### src/crccfg_pkg.sv
// Constants for the CRC width, length and polynomial configuration block
package crccfg_pkg;
    localparam logic [7:0] CRCCFG_OFF_WIDTH_LENGTH = 8'h00;
    localparam logic [7:0] CRCCFG_OFF_POLY_LOW = 8'h04;
    localparam logic [7:0] CRCCFG_OFF_POLY_HIGH = 8'h08;
    localparam logic [7:0] CRCCFG_OFF_STATUS = 8'h0C;
    localparam logic [7:0] CRCCFG_OFF_DATA = 8'h10;
    localparam logic [7:0] CRCCFG_OFF_RESULT = 8'h14;
    localparam int CRCCFG_WIDTH_LSB = 8;
    localparam int CRCCFG_LENGTH_LSB = 0;
    localparam logic [15:0] CRCCFG_WL_MASK = 16'h1F1F;
    localparam logic [15:0] CRCCFG_LOW_MASK = 16'hFFFE;
    localparam logic [15:0] CRCCFG_CFG_RESET = 16'h0000;
    localparam logic [4:0] CRCCFG_DEPTH_SMALL = 5'h04;
    localparam logic [4:0] CRCCFG_DEPTH_MID = 5'h08;
    localparam logic [4:0] CRCCFG_DEPTH_LARGE = 5'h10;
    localparam logic [4:0] CRCCFG_WIDE_MIN = 5'h10;
    localparam logic [4:0] CRCCFG_MID_MIN = 5'h08;
    localparam int CRCCFG_BITS_PER_CYCLE = 2;
    // Status bit positions
    localparam int CRCCFG_ST_GO = 0;
    localparam int CRCCFG_ST_EMPTY = 1;
    localparam int CRCCFG_ST_FULL = 2;
    localparam int CRCCFG_ST_COUNT_LSB = 8;
    localparam int CRCCFG_ST_EN = 15;
    localparam logic [1:0] CRCCFG_HTRANS_NONSEQ = 2'h2;
endpackage : crccfg_pkg

### src/crccfg_engine.sv
// CRC shift engine: two data bits per clock through a programmable polynomial
module crccfg_engine
(
    input wire logic clock,
    input wire logic rst_n,
    input wire logic load,
    input wire logic [31:0] word_in,
    input wire logic [4:0] width_sel,
    input wire logic [4:0] length_sel,
    input wire logic [31:0] taps,
    input wire logic clear_result,
    output logic busy,
    output logic [31:0] result
);
    logic [31:0] data_reg;
    logic [5:0] left_reg;
    logic [31:0] poly;

    ////////////////////////////////////////////////////////////////////////
    // X0 is forced on; X(N) is implied by the feedback point, so never stored
    always_comb
    begin
        poly = taps;
        poly[0] = 1'b1;
    end

    function automatic logic [31:0] crc_step(input logic [31:0] crc, input logic din,
                                             input logic [4:0] len, input logic [31:0] p);
        logic fb;
        logic [31:0] nxt;
        fb = crc[len] ^ din;
        nxt = {crc[30:0], 1'b0} & ((32'h0000_0002 << len) - 32'h0000_0001);
        crc_step = fb ? (nxt ^ p) : nxt;
    endfunction : crc_step

    ////////////////////////////////////////////////////////////////////////
    always_ff @(posedge clock or negedge rst_n)
    begin
        if (!rst_n)
        begin
            data_reg <= 32'h0000_0000;
            left_reg <= 6'h00;
            result <= 32'h0000_0000;
        end
        else if (clear_result)
        begin
            result <= 32'h0000_0000;
            left_reg <= 6'h00;
        end
        else if (load)
        begin
            // Left-align the word so the MSb of the configured width leads
            data_reg <= word_in << (5'h1F - width_sel);
            left_reg <= {1'b0, width_sel} + 6'h01;
        end
        else if (left_reg > 6'h01)
        begin
            result <= crc_step(crc_step(result, data_reg[31], length_sel, poly),
                               data_reg[30], length_sel, poly);
            data_reg <= {data_reg[29:0], 2'h0};
            left_reg <= left_reg - 6'h02;
        end
        else if (left_reg == 6'h01)
        begin
            // Odd width: the last single bit
            result <= crc_step(result, data_reg[31], length_sel, poly);
            left_reg <= 6'h00;
        end
    end

    assign busy = (left_reg != 6'h00);
endmodule : crccfg_engine

### src/crccfg_top.sv
// CRC configuration registers on AHB-Lite, input FIFO and engine control
module crccfg_top
(
    input wire logic clock,
    input wire logic reset_n,
    input wire logic hsel,
    input wire logic [7:0] haddr,
    input wire logic [1:0] htrans,
    input wire logic hwrite,
    input wire logic [2:0] hsize,
    input wire logic [31:0] hwdata,
    input wire logic hready,
    output logic [31:0] hrdata,
    output logic hreadyout,
    output logic hresp
);
    logic rst_meta_reg;
    logic rst_n_reg;
    logic [15:0] wl_reg;
    logic [15:0] poly_low_reg;
    logic [15:0] poly_high_reg;
    logic enable_reg;
    logic go_reg;
    logic wr_pend_reg;
    logic rd_pend_reg;
    logic [7:0] addr_reg;
    logic [31:0] fifo_mem [16];
    logic [3:0] wr_ptr_reg;
    logic [3:0] rd_ptr_reg;
    logic [4:0] count_reg;
    logic [4:0] depth;
    logic [4:0] width_sel;
    logic [4:0] length_sel;
    logic push;
    logic pop;
    logic busy;
    logic clear_result;
    logic [31:0] result;
    logic [31:0] status;
    logic [15:0] wl_view;
    logic [15:0] low_view;
    logic [15:0] high_view;

    ////////////////////////////////////////////////////////////////////////
    // Reset release
    always_ff @(posedge clock or negedge reset_n)
    begin
        if (!reset_n)
        begin
            rst_meta_reg <= 1'b0;
            rst_n_reg <= 1'b0;
        end
        else
        begin
            rst_meta_reg <= 1'b1;
            rst_n_reg <= rst_meta_reg;
        end
    end

    ////////////////////////////////////////////////////////////////////////
    // AHB-Lite address phase capture; always zero wait states, OKAY
    assign hreadyout = 1'b1;
    assign hresp = 1'b0;

    always_ff @(posedge clock or negedge rst_n_reg)
    begin
        if (!rst_n_reg)
        begin
            wr_pend_reg <= 1'b0;
            rd_pend_reg <= 1'b0;
            addr_reg <= 8'h00;
        end
        else if (hready)
        begin
            wr_pend_reg <= hsel && htrans[1] && hwrite;
            rd_pend_reg <= hsel && htrans[1] && !hwrite;
            addr_reg <= haddr;
        end
    end

    assign width_sel = wl_reg[crccfg_pkg::CRCCFG_WIDTH_LSB +: 5];
    assign length_sel = wl_reg[crccfg_pkg::CRCCFG_LENGTH_LSB +: 5];

    ////////////////////////////////////////////////////////////////////////
    // Configuration registers
    always_ff @(posedge clock or negedge rst_n_reg)
    begin
        if (!rst_n_reg)
        begin
            wl_reg <= crccfg_pkg::CRCCFG_CFG_RESET;
            poly_low_reg <= crccfg_pkg::CRCCFG_CFG_RESET;
            poly_high_reg <= crccfg_pkg::CRCCFG_CFG_RESET;
        end
        else if (wr_pend_reg)
        begin
            if (addr_reg == crccfg_pkg::CRCCFG_OFF_WIDTH_LENGTH)
                wl_reg <= hwdata[15:0] & crccfg_pkg::CRCCFG_WL_MASK;
            if (addr_reg == crccfg_pkg::CRCCFG_OFF_POLY_LOW)
                poly_low_reg <= hwdata[15:0] & crccfg_pkg::CRCCFG_LOW_MASK;
            if (addr_reg == crccfg_pkg::CRCCFG_OFF_POLY_HIGH)
                poly_high_reg <= hwdata[15:0];
        end
    end

    ////////////////////////////////////////////////////////////////////////
    // Enable and go; go self-clears once the FIFO and engine drain
    always_ff @(posedge clock or negedge rst_n_reg)
    begin
        if (!rst_n_reg)
        begin
            enable_reg <= 1'b0;
            go_reg <= 1'b0;
        end
        else if (wr_pend_reg && addr_reg == crccfg_pkg::CRCCFG_OFF_STATUS)
        begin
            enable_reg <= hwdata[crccfg_pkg::CRCCFG_ST_EN];
            go_reg <= hwdata[crccfg_pkg::CRCCFG_ST_GO];
        end
        else if (go_reg && count_reg == 5'h00 && !busy && !push)
            go_reg <= 1'b0;
    end

    ////////////////////////////////////////////////////////////////////////
    // Input FIFO; depth shrinks as the word widens
    always_comb
    begin
        if (width_sel >= crccfg_pkg::CRCCFG_WIDE_MIN)
            depth = crccfg_pkg::CRCCFG_DEPTH_SMALL;
        else if (width_sel >= crccfg_pkg::CRCCFG_MID_MIN)
            depth = crccfg_pkg::CRCCFG_DEPTH_MID;
        else
            depth = crccfg_pkg::CRCCFG_DEPTH_LARGE;
    end

    // Writes to a full FIFO are dropped
    assign push = wr_pend_reg && addr_reg == crccfg_pkg::CRCCFG_OFF_DATA && enable_reg
                  && count_reg < depth;
    // A result clear resets the engine, so a pop then would lose its word
    assign pop = go_reg && enable_reg && !busy && !clear_result && count_reg != 5'h00;
    assign clear_result = wr_pend_reg && addr_reg == crccfg_pkg::CRCCFG_OFF_RESULT;

    always_ff @(posedge clock)
    begin
        if (push)
            fifo_mem[wr_ptr_reg] <= hwdata;
    end

    always_ff @(posedge clock or negedge rst_n_reg)
    begin
        if (!rst_n_reg)
        begin
            wr_ptr_reg <= 4'h0;
            rd_ptr_reg <= 4'h0;
            count_reg <= 5'h00;
        end
        else if (!enable_reg)
        begin
            // Disabling empties the FIFO
            wr_ptr_reg <= 4'h0;
            rd_ptr_reg <= 4'h0;
            count_reg <= 5'h00;
        end
        else
        begin
            if (push)
                wr_ptr_reg <= wr_ptr_reg + 4'h1;
            if (pop)
                rd_ptr_reg <= rd_ptr_reg + 4'h1;
            if (push && !pop)
                count_reg <= count_reg + 5'h01;
            else if (pop && !push)
                count_reg <= count_reg - 5'h01;
        end
    end

    crccfg_engine u_engine
    (
        .clock(clock),
        .rst_n(rst_n_reg),
        .load(pop),
        .word_in(fifo_mem[rd_ptr_reg]),
        .width_sel(width_sel),
        .length_sel(length_sel),
        .taps({poly_high_reg, poly_low_reg}),
        .clear_result(clear_result),
        .busy(busy),
        .result(result)
    );

    ////////////////////////////////////////////////////////////////////////
    // Read data
    // A config register write lands in its data phase; a pipelined read in that same cycle must see it
    always_comb
    begin
        wl_view = wl_reg;
        low_view = poly_low_reg;
        high_view = poly_high_reg;
        if (wr_pend_reg && addr_reg == crccfg_pkg::CRCCFG_OFF_WIDTH_LENGTH)
            wl_view = hwdata[15:0] & crccfg_pkg::CRCCFG_WL_MASK;
        if (wr_pend_reg && addr_reg == crccfg_pkg::CRCCFG_OFF_POLY_LOW)
            low_view = hwdata[15:0] & crccfg_pkg::CRCCFG_LOW_MASK;
        if (wr_pend_reg && addr_reg == crccfg_pkg::CRCCFG_OFF_POLY_HIGH)
            high_view = hwdata[15:0];
    end

    always_comb
    begin
        status = 32'h0000_0000;
        status[crccfg_pkg::CRCCFG_ST_GO] = go_reg;
        status[crccfg_pkg::CRCCFG_ST_EMPTY] = (count_reg == 5'h00);
        status[crccfg_pkg::CRCCFG_ST_FULL] = (count_reg == depth);
        status[crccfg_pkg::CRCCFG_ST_COUNT_LSB +: 5] = count_reg;
        status[crccfg_pkg::CRCCFG_ST_EN] = enable_reg;
    end

    always_ff @(posedge clock or negedge rst_n_reg)
    begin
        if (!rst_n_reg)
            hrdata <= 32'h0000_0000;
        else if (hready && hsel && htrans[1] && !hwrite)
        begin
            unique case (haddr)
                crccfg_pkg::CRCCFG_OFF_WIDTH_LENGTH: hrdata <= {16'h0000, wl_view};
                crccfg_pkg::CRCCFG_OFF_POLY_LOW: hrdata <= {16'h0000, low_view};
                crccfg_pkg::CRCCFG_OFF_POLY_HIGH: hrdata <= {16'h0000, high_view};
                crccfg_pkg::CRCCFG_OFF_STATUS: hrdata <= status;
                crccfg_pkg::CRCCFG_OFF_RESULT: hrdata <= result;
                default: hrdata <= 32'h0000_0000;
            endcase
        end
    end
endmodule : crccfg_top

### config.mk
export PLATFORM = sky130hd
export DESIGN_NAME = crccfg_top
export DESIGN_NICKNAME = d
export VERILOG_FILES = /design/src/crccfg_pkg.sv /design/src/crccfg_engine.sv /design/src/crccfg_top.sv
export SDC_FILE = /design/constraint.sdc
export NUM_CORES = 1
export LEC_CHECK = 0
export BUFFER_PORTS_ARGS = -buffer_cell sky130_fd_sc_hd__buf_2
export CORE_MARGIN = 5
export CORE_UTILIZATION = 63
export DETAILED_ROUTE_END_ITERATION = 6
export PLACE_DENSITY = 0.81
export SYNTH_ARGS = -nofsm -noshare
export SYNTH_HDL_FRONTEND = slang
export SYNTH_SLANG_ARGS = --single-unit
### constraint.sdc
create_clock -name clock -period 6.23 [get_ports clock]
set_input_delay 0.623 -clock clock [delete_from_list [all_inputs] [get_ports clock]]
set_output_delay 0.623 -clock clock [all_outputs]
set_load 0.02 [all_outputs]
==> results of run 1 <==
-- synth_stat cells, types with 19 or more instances --
library cell  count
a211oi_1         39
a21oi_1          67
and2_1           28
buf_1            20
clkbuf_1        110
dfrtp_1         169
edfxtp_1        512
inv_1            19
mux2_2           70
mux2i_1          54
mux4_2          161
nand2_1         223
nand3_1          43
nor2_1          115
nor2b_1          34
nor3_1           28
o21ai_0         119
o22ai_1          19
xnor2_1          39
-- metal layers --
layer  vias to the layer above  track usage [%]  routed length [um]
met5                         -                0                   0
met4                         0             16.5                5230
met3                       335             6.65                9660
met2                      1586             55.2               44800
met1                     10700             44.9               32800
li1                       8784                -                   -
-- power by group through the flow --
| stage | sequential [W] | clock (W) | combinational [W] |
|---|---|---|---|
| 5_1_grt | 0.00539 | 0.00453 | 0.00223 |
| 2_1_floorplan | 0.00532 | 0 | 0.00149 |
| 6_report | 0.00538 | 0.00431 | 0.00208 |
| 3_3_place_gp | 0.00544 | 0 | 0.00194 |
| 3_5_place_dp | 0.00545 | 0 | 0.00200 |
| 4_1_cts | 0.00536 | 0.00432 | 0.00203 |
-- worst reg2reg max path: cells and delay by family (launching register included) --
family / cells / cell delay, ns
AND/OR/NAND/NOR: 5 / 1.41
buffers and inverters: 2 / 0.56
AO/OA/AOI/OAI: 7 / 2.21
flip-flops: 1 / 1.06
XOR/XNOR: 1 / 0.26
-- stage by stage --
stage               instances  cell area, um^2
floorplan                2225            31700
CTS                      3023            35300
global placement         2897            33000
global route             3024            35300
detailed placement       2897            33000
finish                   3025            35300
-- cells in the final DEF, fill, tap and decap left out, types with 25 or more instances in the layout --
cell type  synthesis  final
buf_4              4     70
mux2_2            70     70
dfrtp_1          169    163
nand2_1          223    223
o21ai_0          119    119
buf_2              7     77
nor2b_1           34     34
mux2i_1           54     54
edfxtp_1         512    512
xnor2_1           39     39
nor2_1           115    114
mux4_2           161    161
nand3_1           43     43
a21oi_1           67     67
nor3_1            28     25
clkbuf_16          0     73
a211oi_1          39     39
-- logic make-up (layout without fill, tap and decap cells) --
group           after synthesis  after routing  share of synthesized area, %
xor+xnor                     57             57                          1.57
other cells                   2              5                        0.0237
simple gates                598            598                          9.26
compound gates              411            411                          8.65
flops                       681            681                          61.8
buf+inv                     174            300                          2.40
fa+ha+maj                    15             15                         0.615
mux                         286            286                          15.7
-- final timing paths --
path	from	endpoint	slack, ns	cells after the start
worst max-delay path	wl_reg[1]	u_engine.result[10]	0.67	15
worst min-delay path	haddr[7]	addr_reg[7]	0.28	2
worst max register to register	wl_reg[1]	u_engine.result[10]	0.67	15
worst min register to register	rst_n_reg	wr_pend_reg	0.33	0
max in group asynchronous	rst_n_reg	u_engine.result[12]	4.58	1
min in group asynchronous	rst_n_reg	wr_pend_reg	0.33	0
-- area by class of cell --
class                           instances  area [um^2]
Multi-Input combinational cell       1370        11400
Clock inverter                         31          392
Clock buffer                           94         1930
Timing Repair Buffer                  154         1040
Tap cell                              672          841
Inverter                               21         78.8
Sequential cell                       681        19600
Antenna cell                            2         5.00
Fill cell                            3034        14700
-- repair_timing --
item | CTS | global route
endpoints found under the setup margin | 0 | 0
hold endpoints to repair | 2 | 0
hold buffers | 1 | 0
==> results by group, run 1 <==
Drt
  – Final Routed Wirelength: 92500 um
  – Initial DRC Count: 3109
  – Drt pass-1 iters: 6
  – Via count: 21400
  – Post-route ant nets: 0
  – WL/cell: 30.6 um
  – Vias per inst: 7.08
  – DRC Markers: 0

Power and ir drop
  – LEAKAGE: about 12 nW
  – Int Power: between 0.008 and 0.009 W
  – Logic pwr share: 17.7%
  – Clock power share: 36.6%
  – NetSw: ~0.0034 W
  – Switching portion of total power: 28.8%
  – VDD IR-drop max: 0.425 mV
  – Total Power: 0.0118 W
  – Sequential Power Share: 45.7%
  – Pwr Density: around 330 nW/um^2

Final layout
  – Nets: 2364
  – Largest Register: fifo_mem
  – Synth-to-Final Area Change: 11.3%
  – Largest register FFs: approximately 500
  – Share of post-route cells with drive strength above 1: 23.4%
  – Post-Route Utilization: 70.6%

Timing
  – Fin crit period: 5.56 ns
  – Slew Viols, Final: 0
  – Slew margin rel.: between 10% and 20%
  – Final hold slack: around 0.28 ns
  – Setup ws final: 0.666 ns
  – Unrepaired setup endpoints after global routing: no
  – Final setup viols: 0
  – Worst-Margin Slew: 1.29 ns
  – Final Hold Vio Count: 0
  – Max Clock Skew: approximately 0.030 ns
  – F_max: around 0.18 GHz
  – Tcrit/Tclk final: 89.3%
  – Setup TNS: 0 ns

GRT
  – First-pass GRT wire length: 137000 um
  – Vias in the first global route: 21500
  – GRT Total Usage: between 30 and 40%
  – Congestion Overflow GR: 0
  – Initial antenna violation count: 1
  – Largest net degree at the start of global routing: approximately 70

Synth
  – Post-Syn Instances: 2224
  – Async set-reset flop share out of synthesis: about a quarter
  – FF+latch count, synth: 681
  – Avg Synthesized Cell Area: 14.3 um^2
  – Seq/Total Area, Yosys: 61.8%
  – Post-synth cell types: 95
  – Post-synth top area share: 48.5%
  – Main flop type after synthesis: edfxtp_1
  – Syn Std Cell Area: 31700 um^2
  – Largest area contributor in the netlist: edfxtp_1
  – Synth warnings: 0
  – Post-synth EDFFs: 512
  – Area contributors post-synth: edfxtp_1 48%, dfrtp_1 13%, mux4_2 11%

CTS
  – Clock buffer count from CTS: 71
  – PostCTS Resize Cnt: 0
  – Setup bufs post-CTS: 0
  – Sink Count: just under 700
  – Worst-Skew Late Latency: 0.62 ns
  – Clk pin slew, worst setup/hold paths: 0.07 ns
  – CTS tree: done
  – Root Buffer: clkbuf_16
  – H-tree depth: 3
  – Clk buf depth: 3

Floorplan
  – Initial core utilization: between 60% and 70%
  – Die ar.: 54900 um^2
  – Core area: 50000 um^2
  – I/O pin count: 84
  – Height of the die: between 200 and 250 um
  – Rows: slightly above 80
  – Die X-Extent: ~230 um

Worst setup path
  – Delay-heaviest family, CP: compound AO/OA/AOI/OAI gates
  – Setup Crit Path Kind: flop to flop
  – CP most frequent cell: buf_4
  – Slowest stage delay, CP: 1.06 ns
  – CP Max Fanout: 25
  – WP buf/inv: 2
  – CP cell instances: buf_4, nand3_1, o2111ai_1, nand4_2, nor3_2, o21ai_1, xor2_1, nor2_1, o41a_1, a221oi_1, or4_4, a21boi_2, buf_4, o31a_1, a22o_1
  – CP max stage cell: dfrtp_1
  – Worst endpoint required time: 6.79 ns
  – Critical Path Sink Type: flop
  – CP Launch Type: flop
  – CP arrival: 6.12 ns

Placement
  – Pre-CTS WS: about 0.95 ns
  – IO buf count: 77
  – Gpl congestion: just under 1
  – DP HPWL: 54100 um

Run
  – Max Cap Viol: 0

Run status
  – Outcome: finished, final reports clean

Hold path
  – Hold/Removal Path Class: primary input to flop
Note: power is estimated with default switching activity, not from simulation.
==> inputs of run 2 (changes only) <==
--- a/config.mk
+++ b/config.mk
@@ -6,10 +6,13 @@
 export NUM_CORES = 1
 export LEC_CHECK = 0
 export BUFFER_PORTS_ARGS = -buffer_cell sky130_fd_sc_hd__buf_2
+export CELL_PAD_IN_SITES_DETAIL_PLACEMENT = 1
+export CELL_PAD_IN_SITES_GLOBAL_PLACEMENT = 2
 export CORE_MARGIN = 5
-export CORE_UTILIZATION = 63
+export CORE_UTILIZATION = 46
 export DETAILED_ROUTE_END_ITERATION = 6
 export PLACE_DENSITY = 0.81
 export SYNTH_ARGS = -nofsm -noshare
 export SYNTH_HDL_FRONTEND = slang
+export SYNTH_HIERARCHICAL = 1
 export SYNTH_SLANG_ARGS = --single-unit
==> results by group, run 2 <==
Final layout
  – Commonest non-fill, non-tap cell in the layout: edfxtp_1
  – Nets: 2335 (-1.2%)
  – Largest register FFs: 512 (unchanged)
  – Fillers: 6705 (+120%)
  – Synth-to-Final Area Change: 11.4% (about the same)
  – Commonest non-fill, non-tap cells in the layout: 512 x edfxtp_1, 200 x nand2_1, 173 x mux4_2
  – Share of post-route cells with drive strength above 1: 23.0% (-0.48 points)
  – Largest Register: fifo_mem

Drt
  – Drt pass-1 iters: 5 (-1)
  – Vias per inst: 6.23 (-12%)
  – Initial DRC Count: 1797 (-42%)
  – DRC Markers: 0 (unchanged)
  – Via count: 20300 (-5.5%)
  – WL/cell: 28.5 um (-6.8%)
  – Final Routed Wirelength: 92700 um (+0.20%)
  – Post-route ant nets: 0 (unchanged)

Timing
  – Unrepaired setup endpoints after global routing: no
  – Fin crit period: 5.28 ns (-0.283 ns)
  – Final Hold Vio Count: 0 (unchanged)
  – Slew margin rel.: 21.6% (+7.9 points)
  – Worst-Margin Slew: 1.17 ns (-0.121 ns)
  – Setup TNS: 0 ns (unchanged)
  – F_max: 0.189 GHz (+5.4%)
  – Final hold slack: 0.249 ns (-0.0327 ns)
  – Final setup viols: 0 (unchanged)
  – Slew Viols, Final: 0 (unchanged)
  – Max Clock Skew: 0.0356 ns (+0.00557 ns)
  – Tcrit/Tclk final: 84.8% (-4.5 points)

Floorplan
  – Die X-Extent: 273 um (+17%)
  – Die ar.: 74800 um^2 (+36%)
  – I/O pin count: 84 (unchanged)
  – Initial core utilization: 46.5% (-17 points)
  – Rows: 96 (+17%)
  – Core area: 68700 um^2 (+38%)
  – Height of the die: 273 um (+17%)

Worst setup path
  – Critical Path Sink Type: flop
  – CP arrival: 5.73 ns (-0.39 ns)
  – CP Launch Type: flop
  – Worst endpoint required time: 6.68 ns (-0.11 ns)
  – CP Max Fanout: 28 (+12%)
  – Setup Crit Path Kind: flop to flop

Synth
  – Post-synth cell types: 99 (+4.2%)
  – Largest area contributor in the netlist: edfxtp_1
  – Main flop type after synthesis: edfxtp_1
  – Synth warnings: 6 (+6)
  – Seq/Total Area, Yosys: 61.4% (-0.39 points)
  – Syn Std Cell Area: 31900 um^2 (+0.64%)
  – Post-synth top area share: 48.2% (-0.31 points)
  – Most frequent cells after synthesis: 512 x edfxtp_1, 200 x nand2_1, 173 x mux4_2
  – Avg Synthesized Cell Area: 14.4 um^2 (+1.0%)
  – Async set-reset flop share out of synthesis: 24.8% (unchanged)
  – FF+latch count, synth: 681 (unchanged)
  – Post-synth EDFFs: 512 (unchanged)
  – Post-Syn Instances: 2216 (-0.36%)
  – Area contributors post-synth: edfxtp_1 48%, dfrtp_1 13%, mux4_2 12%
  – Most frequent cell after synthesis: edfxtp_1

CTS
  – Clk buf depth: 3 (unchanged)
  – Worst-Skew Late Latency: 0.63 ns (about the same)
  – Sink Count: 681 (unchanged)
  – Clk pin slew, worst setup/hold paths: 0.06 ns (about the same)
  – Setup bufs post-CTS: 0 (unchanged)
  – CTS tree: done
  – PostCTS Resize Cnt: 0 (unchanged)
  – Clock buffer count from CTS: 73 (+2.8%)
  – H-tree depth: 3 (unchanged)
  – Root Buffer: clkbuf_16
  – CTS hold repair buffers: 1 (unchanged)

Power and ir drop
  – Logic pwr share: 8.1% (-9.6 points)
  – Int Power: 0.00757 W (-9.7%)
  – Clock power share: 41.3% (+4.7 points)
  – NetSw: 0.00244 W (-28%)
  – VDD IR-drop max: 0.316 mV (-26%)
  – Pwr Density: 282 nW/um^2 (-16%)
  – Sequential Power Share: 50.7% (+5.0 points)
  – Switching portion of total power: 24.4% (-4.4 points)
  – LEAKAGE: 12.3 nW (-0.62%)

Placement
  – IO buf count: 77 (unchanged)
  – DP HPWL: 60000 um (+11%)
  – Gpl congestion: 0.911 (-8.2%)

GRT
  – Congestion Overflow GR: 0 (unchanged)
  – Vias in the first global route: 21400 (-0.39%)
  – Initial antenna violation count: 6 (+5)
  – Largest net degree at the start of global routing: 144 (+110%)
  – First-pass GRT wire length: 140000 um (+1.7%)
  – GRT Total Usage: 24.7% (-9.2 points)

Run
  – Max Cap Viol: 0 (unchanged)

Hold path
  – Hold/Removal Path Class: flop to asynchronous set/reset pin

Run status
  – Outcome: finished, final reports clean
-- run 2: cell types whose count changed after synthesis, sizes merged, moves of 22 or more --
| cell | change |
|---|---|
| a21oi | +31 |
| a31oi | +22 |
| nand2 | -24 |
| o21ai | -38 |
| a22oi | +29 |
| a211oi | -30 |
-- run 2: final timing paths --
check / from / end / slack [ns] / cells past startpoint
setup / recovery: wl_reg[1] / u_engine/result[20] / 0.95 / 17
hold / removal: rst_n_reg / rd_ptr_reg[1] / 0.25 / 0
setup reg to reg: wl_reg[1] / u_engine/result[20] / 0.95 / 17
hold reg to reg: rst_n_reg / rd_ptr_reg[1] / 0.25 / 0
max in group asynchronous: rst_n_reg / u_engine/data_reg[23] / 4.77 / 1
min in group clock: hsel / wr_pend_reg / 0.28 / 3
-- run 2: critical path, stage by stage (launching register included) --
cell and delay [ns]:
dfrtp_1 0.65, nor2_1 0.25, nand2_1 0.20, ha_1 0.46, clkinv_1 0.50, nor2_1 0.30
a21oi_1 0.06, o31ai_1 0.54, nand2_1 0.15, xnor2_1 0.33, o22ai_1 0.13, or2_2 0.33
o211ai_2 0.18, or3_1 0.18, buf_4 0.33, nand3_1 0.16, xnor2_1 0.20, o221ai_1 0.16
-- run 2: through the flow --
stage	instances	worst slack [ns]	total power (W)	util [%]	area, um^2
floorplan	2217	1.17	0.00566	-	31900
global placement	3124	1.12	0.00592	48.5	33300
detailed placement	3124	1.13	0.00595	48.5	33300
CTS	3253	1.07	0.0101	51.8	35600
global route	3253	0.815	0.0104	51.8	35600
finish	3254	0.948	0.0100	51.8	35600
-- run 2: layout make-up --
cell class,count,area [um^2],share of cell area (%)
multi-input cells,1356,11600,32.6
clock buffers,93,1930,5.43
well taps,931,1160,3.28
repair buffers,131,831,2.34
diodes,1,2.50,0.00704
flip-flops and latches,681,19600,55.2
inverters,26,97.6,0.274
clock inverters,35,320,0.901
-- run 2: kinds of logic after synthesis --
group	share of synthesized area [%]
buffers and inverters	2.41
AOI/OAI and AO/OA	9.79
xor gates and xnor gates	1.18
and+or+nand+nor	8.19
other	0.0235
adders and majority gates	0.651
muxes	16.3
DFF	61.4
-- run 2: routing by layer --
layer	routed length, um	global-route usage (%)
met1	38300	33.6
met2	46200	42.0
met3	6200	4.75
met4	1960	5.35
met5	46	0
-- run 2: power by group through the flow --
stage	logic [W]	clock network [W]	registers, W
finish	0.000806	0.00413	0.00507
global route	0.000875	0.00444	0.00508
CTS	0.000798	0.00421	0.00507
detailed placement	0.000793	0	0.00516
global placement	0.000764	0	0.00516
floorplan	0.000548	0	0.00512
==> inputs of run 3 (changes only) <==
--- a/config.mk
+++ b/config.mk
@@ -9,9 +9,9 @@
 export CELL_PAD_IN_SITES_DETAIL_PLACEMENT = 1
 export CELL_PAD_IN_SITES_GLOBAL_PLACEMENT = 2
 export CORE_MARGIN = 5
-export CORE_UTILIZATION = 46
+export CORE_UTILIZATION = 42
 export DETAILED_ROUTE_END_ITERATION = 6
-export PLACE_DENSITY = 0.81
+export PLACE_DENSITY = 0.78
 export SYNTH_ARGS = -nofsm -noshare
 export SYNTH_HDL_FRONTEND = slang
 export SYNTH_HIERARCHICAL = 1
==> constraint.sdc (replaced) <==
create_clock -name clock -period 4.3 [get_ports clock]
set_input_delay 0.43 -clock clock [delete_from_list [all_inputs] [get_ports clock]]
set_output_delay 0.43 -clock clock [all_outputs]
set_load 0.02 [all_outputs]
==> results by group, run 3 (synthesis gave the netlist of run 2 again) <==
Worst setup path
  – Worst flop-to-flop path startpoint: wl_reg[1]
  – Slowest stage delay, CP: 0.55 ns (-0.10 ns)
  – CP Launch Type: flop
  – Worst endpoint required time: 4.87 ns (-1.81 ns)
  – CP Max Fanout: 8 (-71%)
  – CP arrival: 4.93 ns (-0.80 ns)
  – WP buf/inv: 5 (+3)
  – CP cell instances: buf_6, mux2i_1, mux4_2, and3_4, nor4_4, buf_6, buf_6, o21a_1, xnor2_1, mux2i_1, a221o_1, nand4_4, buf_6, o21ai_4, buf_6, a311o_1, a31oi_1, a21o_1
  – Setup Crit Path Kind: flop to flop
  – CP max stage cell: mux4_2
  – Delay-heaviest family, CP: compound AO/OA/AOI/OAI gates
  – Critical Path Sink Type: flop
  – CP most frequent cell: buf_6
  – Setup crit start: wl_reg[1]

Run status
  – Outcome: finished, violations left
  – Violated checks: negative setup slack

Final layout
  – Synth-to-Final Area Change: 17.9%
  – Largest register FFs: 512 (unchanged)
  – Post-Route Utilization: 49.7% (-2.1 points)
  – Share of post-route cells with drive strength above 1: 29.9% (+6.9 points)
  – Commonest non-fill, non-tap cells in the layout: 512 x edfxtp_1, 200 x nand2_1, 181 x buf_4
  – Post-Layout Cell Count: 3475 (+6.8%)
  – Largest Register: fifo_mem
  – Commonest non-fill, non-tap cell in the layout: edfxtp_1
  – Nets: 2503 (+7.2%)

Power and ir drop
  – Logic pwr share: 9.7% (+1.6 points)
  – Clock power share: 42.1% (+0.8 points)
  – NetSw: 0.00381 W (+56%)
  – LEAKAGE: 13.3 nW (+8.4%)
  – Switching portion of total power: 25.0% (+0.64 points)
  – VDD IR-drop max: 0.370 mV (+17%)
  – Sequential Power Share: 48.2% (-2.5 points)
  – Int Power: 0.0114 W (+51%)
  – Pwr Density: 404 nW/um^2 (+44%)

Floorplan
  – Rows: 101 (+5.2%)
  – Initial core utilization: 42.2% (-4.3 points)
  – Die X-Extent: 286 um (+4.5%)
  – Height of the die: 286 um (+4.5%)
  – Core area: 75700 um^2 (+10%)
  – I/O pin count: 84 (unchanged)
  – Die ar.: 81600 um^2 (+9.2%)

Timing
  – F_max: 0.229 GHz (+21%)
  – Worst-Margin Slew: 1.03 ns (-0.136 ns)
  – Final Hold Vio Count: 0 (unchanged)
  – Max Clock Skew: 0.0312 ns (-0.00435 ns)
  – Final setup viols: 7 (+7)
  – Slew Viols, Final: 0 (unchanged)
  – Setup ws final: -0.0676 ns (-1.02 ns)
  – Unrepaired setup endpoints after global routing: yes
  – Slew margin rel.: 31.1% (+9.4 points)
  – Fin crit period: 4.37 ns (-0.914 ns)
  – Tcrit/Tclk final: 102% (+17 points)

CTS
  – Sink Count: 681 (unchanged)
  – H-tree depth: 3 (unchanged)
  – Clock buffer count from CTS: 75 (+2.7%)
  – Clk pin slew, worst setup/hold paths: 0.06 ns (about the same)
  – Worst-Skew Late Latency: 0.64 ns (about the same)
  – Clk buf depth: 3 (unchanged)
  – CTS tree: done
  – Root Buffer: clkbuf_16

Placement
  – Gpl congestion: 0.925 (+1.5%)
  – Dpl cells: 3308 (+5.9%)
  – Pre-CTS WS: -0.250 ns (-1.38 ns)
  – IO buf count: 77 (unchanged)
  – DP HPWL: 63300 um (+5.5%)

Drt
  – DRC Markers: 0 (unchanged)
  – Vias per inst: 6.11 (-1.9%)
  – Via count: 21200 (+4.8%)
  – Initial DRC Count: 1757 (-2.2%)
  – Final Routed Wirelength: 99000 um (+6.9%)
  – Drt pass-1 iters: 7 (+2)
  – Post-route ant nets: 0 (unchanged)
  – WL/cell: 28.5 um (about the same)

GRT
  – Vias in the first global route: 22600 (+5.9%)
  – Largest net degree at the start of global routing: 140 (-2.8%)
  – Congestion Overflow GR: 0 (unchanged)
  – GRT Total Usage: 23.8% (-0.91 points)
  – Initial antenna violation count: 4 (-2)
  – First-pass GRT wire length: 148000 um (+5.7%)

Hold path
  – HP Start: haddr[1]
  – Hold/Removal Path Class: primary input to flop

Run
  – Max Cap Viol: 0 (unchanged)
==> run 3: cell type report <==
cell class,count,area (um^2)
repair buffers,297,2330
well taps,978,1220
clock inverters,41,497
inverters,26,98.8
fillers,7392,38100
flip-flops and latches,681,19600
multi-input cells,1356,11900
diodes,2,5.00
clock buffers,94,1970
==> run 3: power groups by stage <==
stage	clock (W)	combinational (W)	sequential (W)
3_3_place_gp	0	0.00126	0.00746
3_5_place_dp	0	0.00130	0.00747
2_1_floorplan	0	0.000795	0.00741
4_1_cts	0.00652	0.00134	0.00733
5_1_grt	0.00685	0.00158	0.00735
6_report	0.00640	0.00147	0.00734
==> run 3: metal layers <==
layer,vias to the layer above,global-route usage [%],wire (um)
met2,734,40.3,49400
met1,11100,31.4,40600
met5,-,0,13
li1,9151,-,-
met3,204,4.10,5590
met4,2,8.17,3400
==> run 3: metrics by stage <==
| stage | hold slack (ns) | instance area, um^2 | total power (W) | TNS, ns |
|---|---|---|---|---|
| 5_1_grt | 0.0508 | 37600 | 0.0158 | -1.95 |
| 6_report | 0.0710 | 37600 | 0.0152 | -0.137 |
| 3_5_place_dp | 0.218 | 34500 | 0.00877 | -4.43 |
| 4_1_cts | 0.0303 | 37100 | 0.0152 | 0 |
| 2_1_floorplan | 0.134 | 31900 | 0.00821 | 0 |
| 3_3_place_gp | 0.214 | 34500 | 0.00872 | -1.87 |
==> run 3: final timing paths <==
kind	endpoint	slack, ns	depth (start not counted)
worst max register to register	u_engine/result[21]	-0.07	18
worst min register to register	wr_ptr_reg[1]	0.27	0
max in group asynchronous	u_engine/result[12]	2.87	1
min in group asynchronous	rst_n_reg	0.12	2
worst max-delay path	u_engine/result[21]	-0.07	18
worst min-delay path	addr_reg[1]	0.07	2
==> run 3: what timing repair did <==
action	CTS	global route
buffers inserted	4	22
endpoints found under the hold margin	2	0
gates resized for setup	16	76
endpoints found under the setup margin	32	32
hold buffers	1	0
gates cloned	1	2
pin swaps	4	34
==> run 3: worst reg2reg max path: stages (launching register included) <==
cell,delay [ns]
dfrtp_2,0.50
buf_6,0.18
mux2i_1,0.12
mux4_2,0.55
and3_4,0.22
nor4_4,0.33
buf_6,0.23
buf_6,0.12
o21a_1,0.14
xnor2_1,0.14
mux2i_1,0.13
a221o_1,0.39
nand4_4,0.11
buf_6,0.14
o21ai_4,0.09
buf_6,0.21
a311o_1,0.37
a31oi_1,0.23
a21o_1,0.12
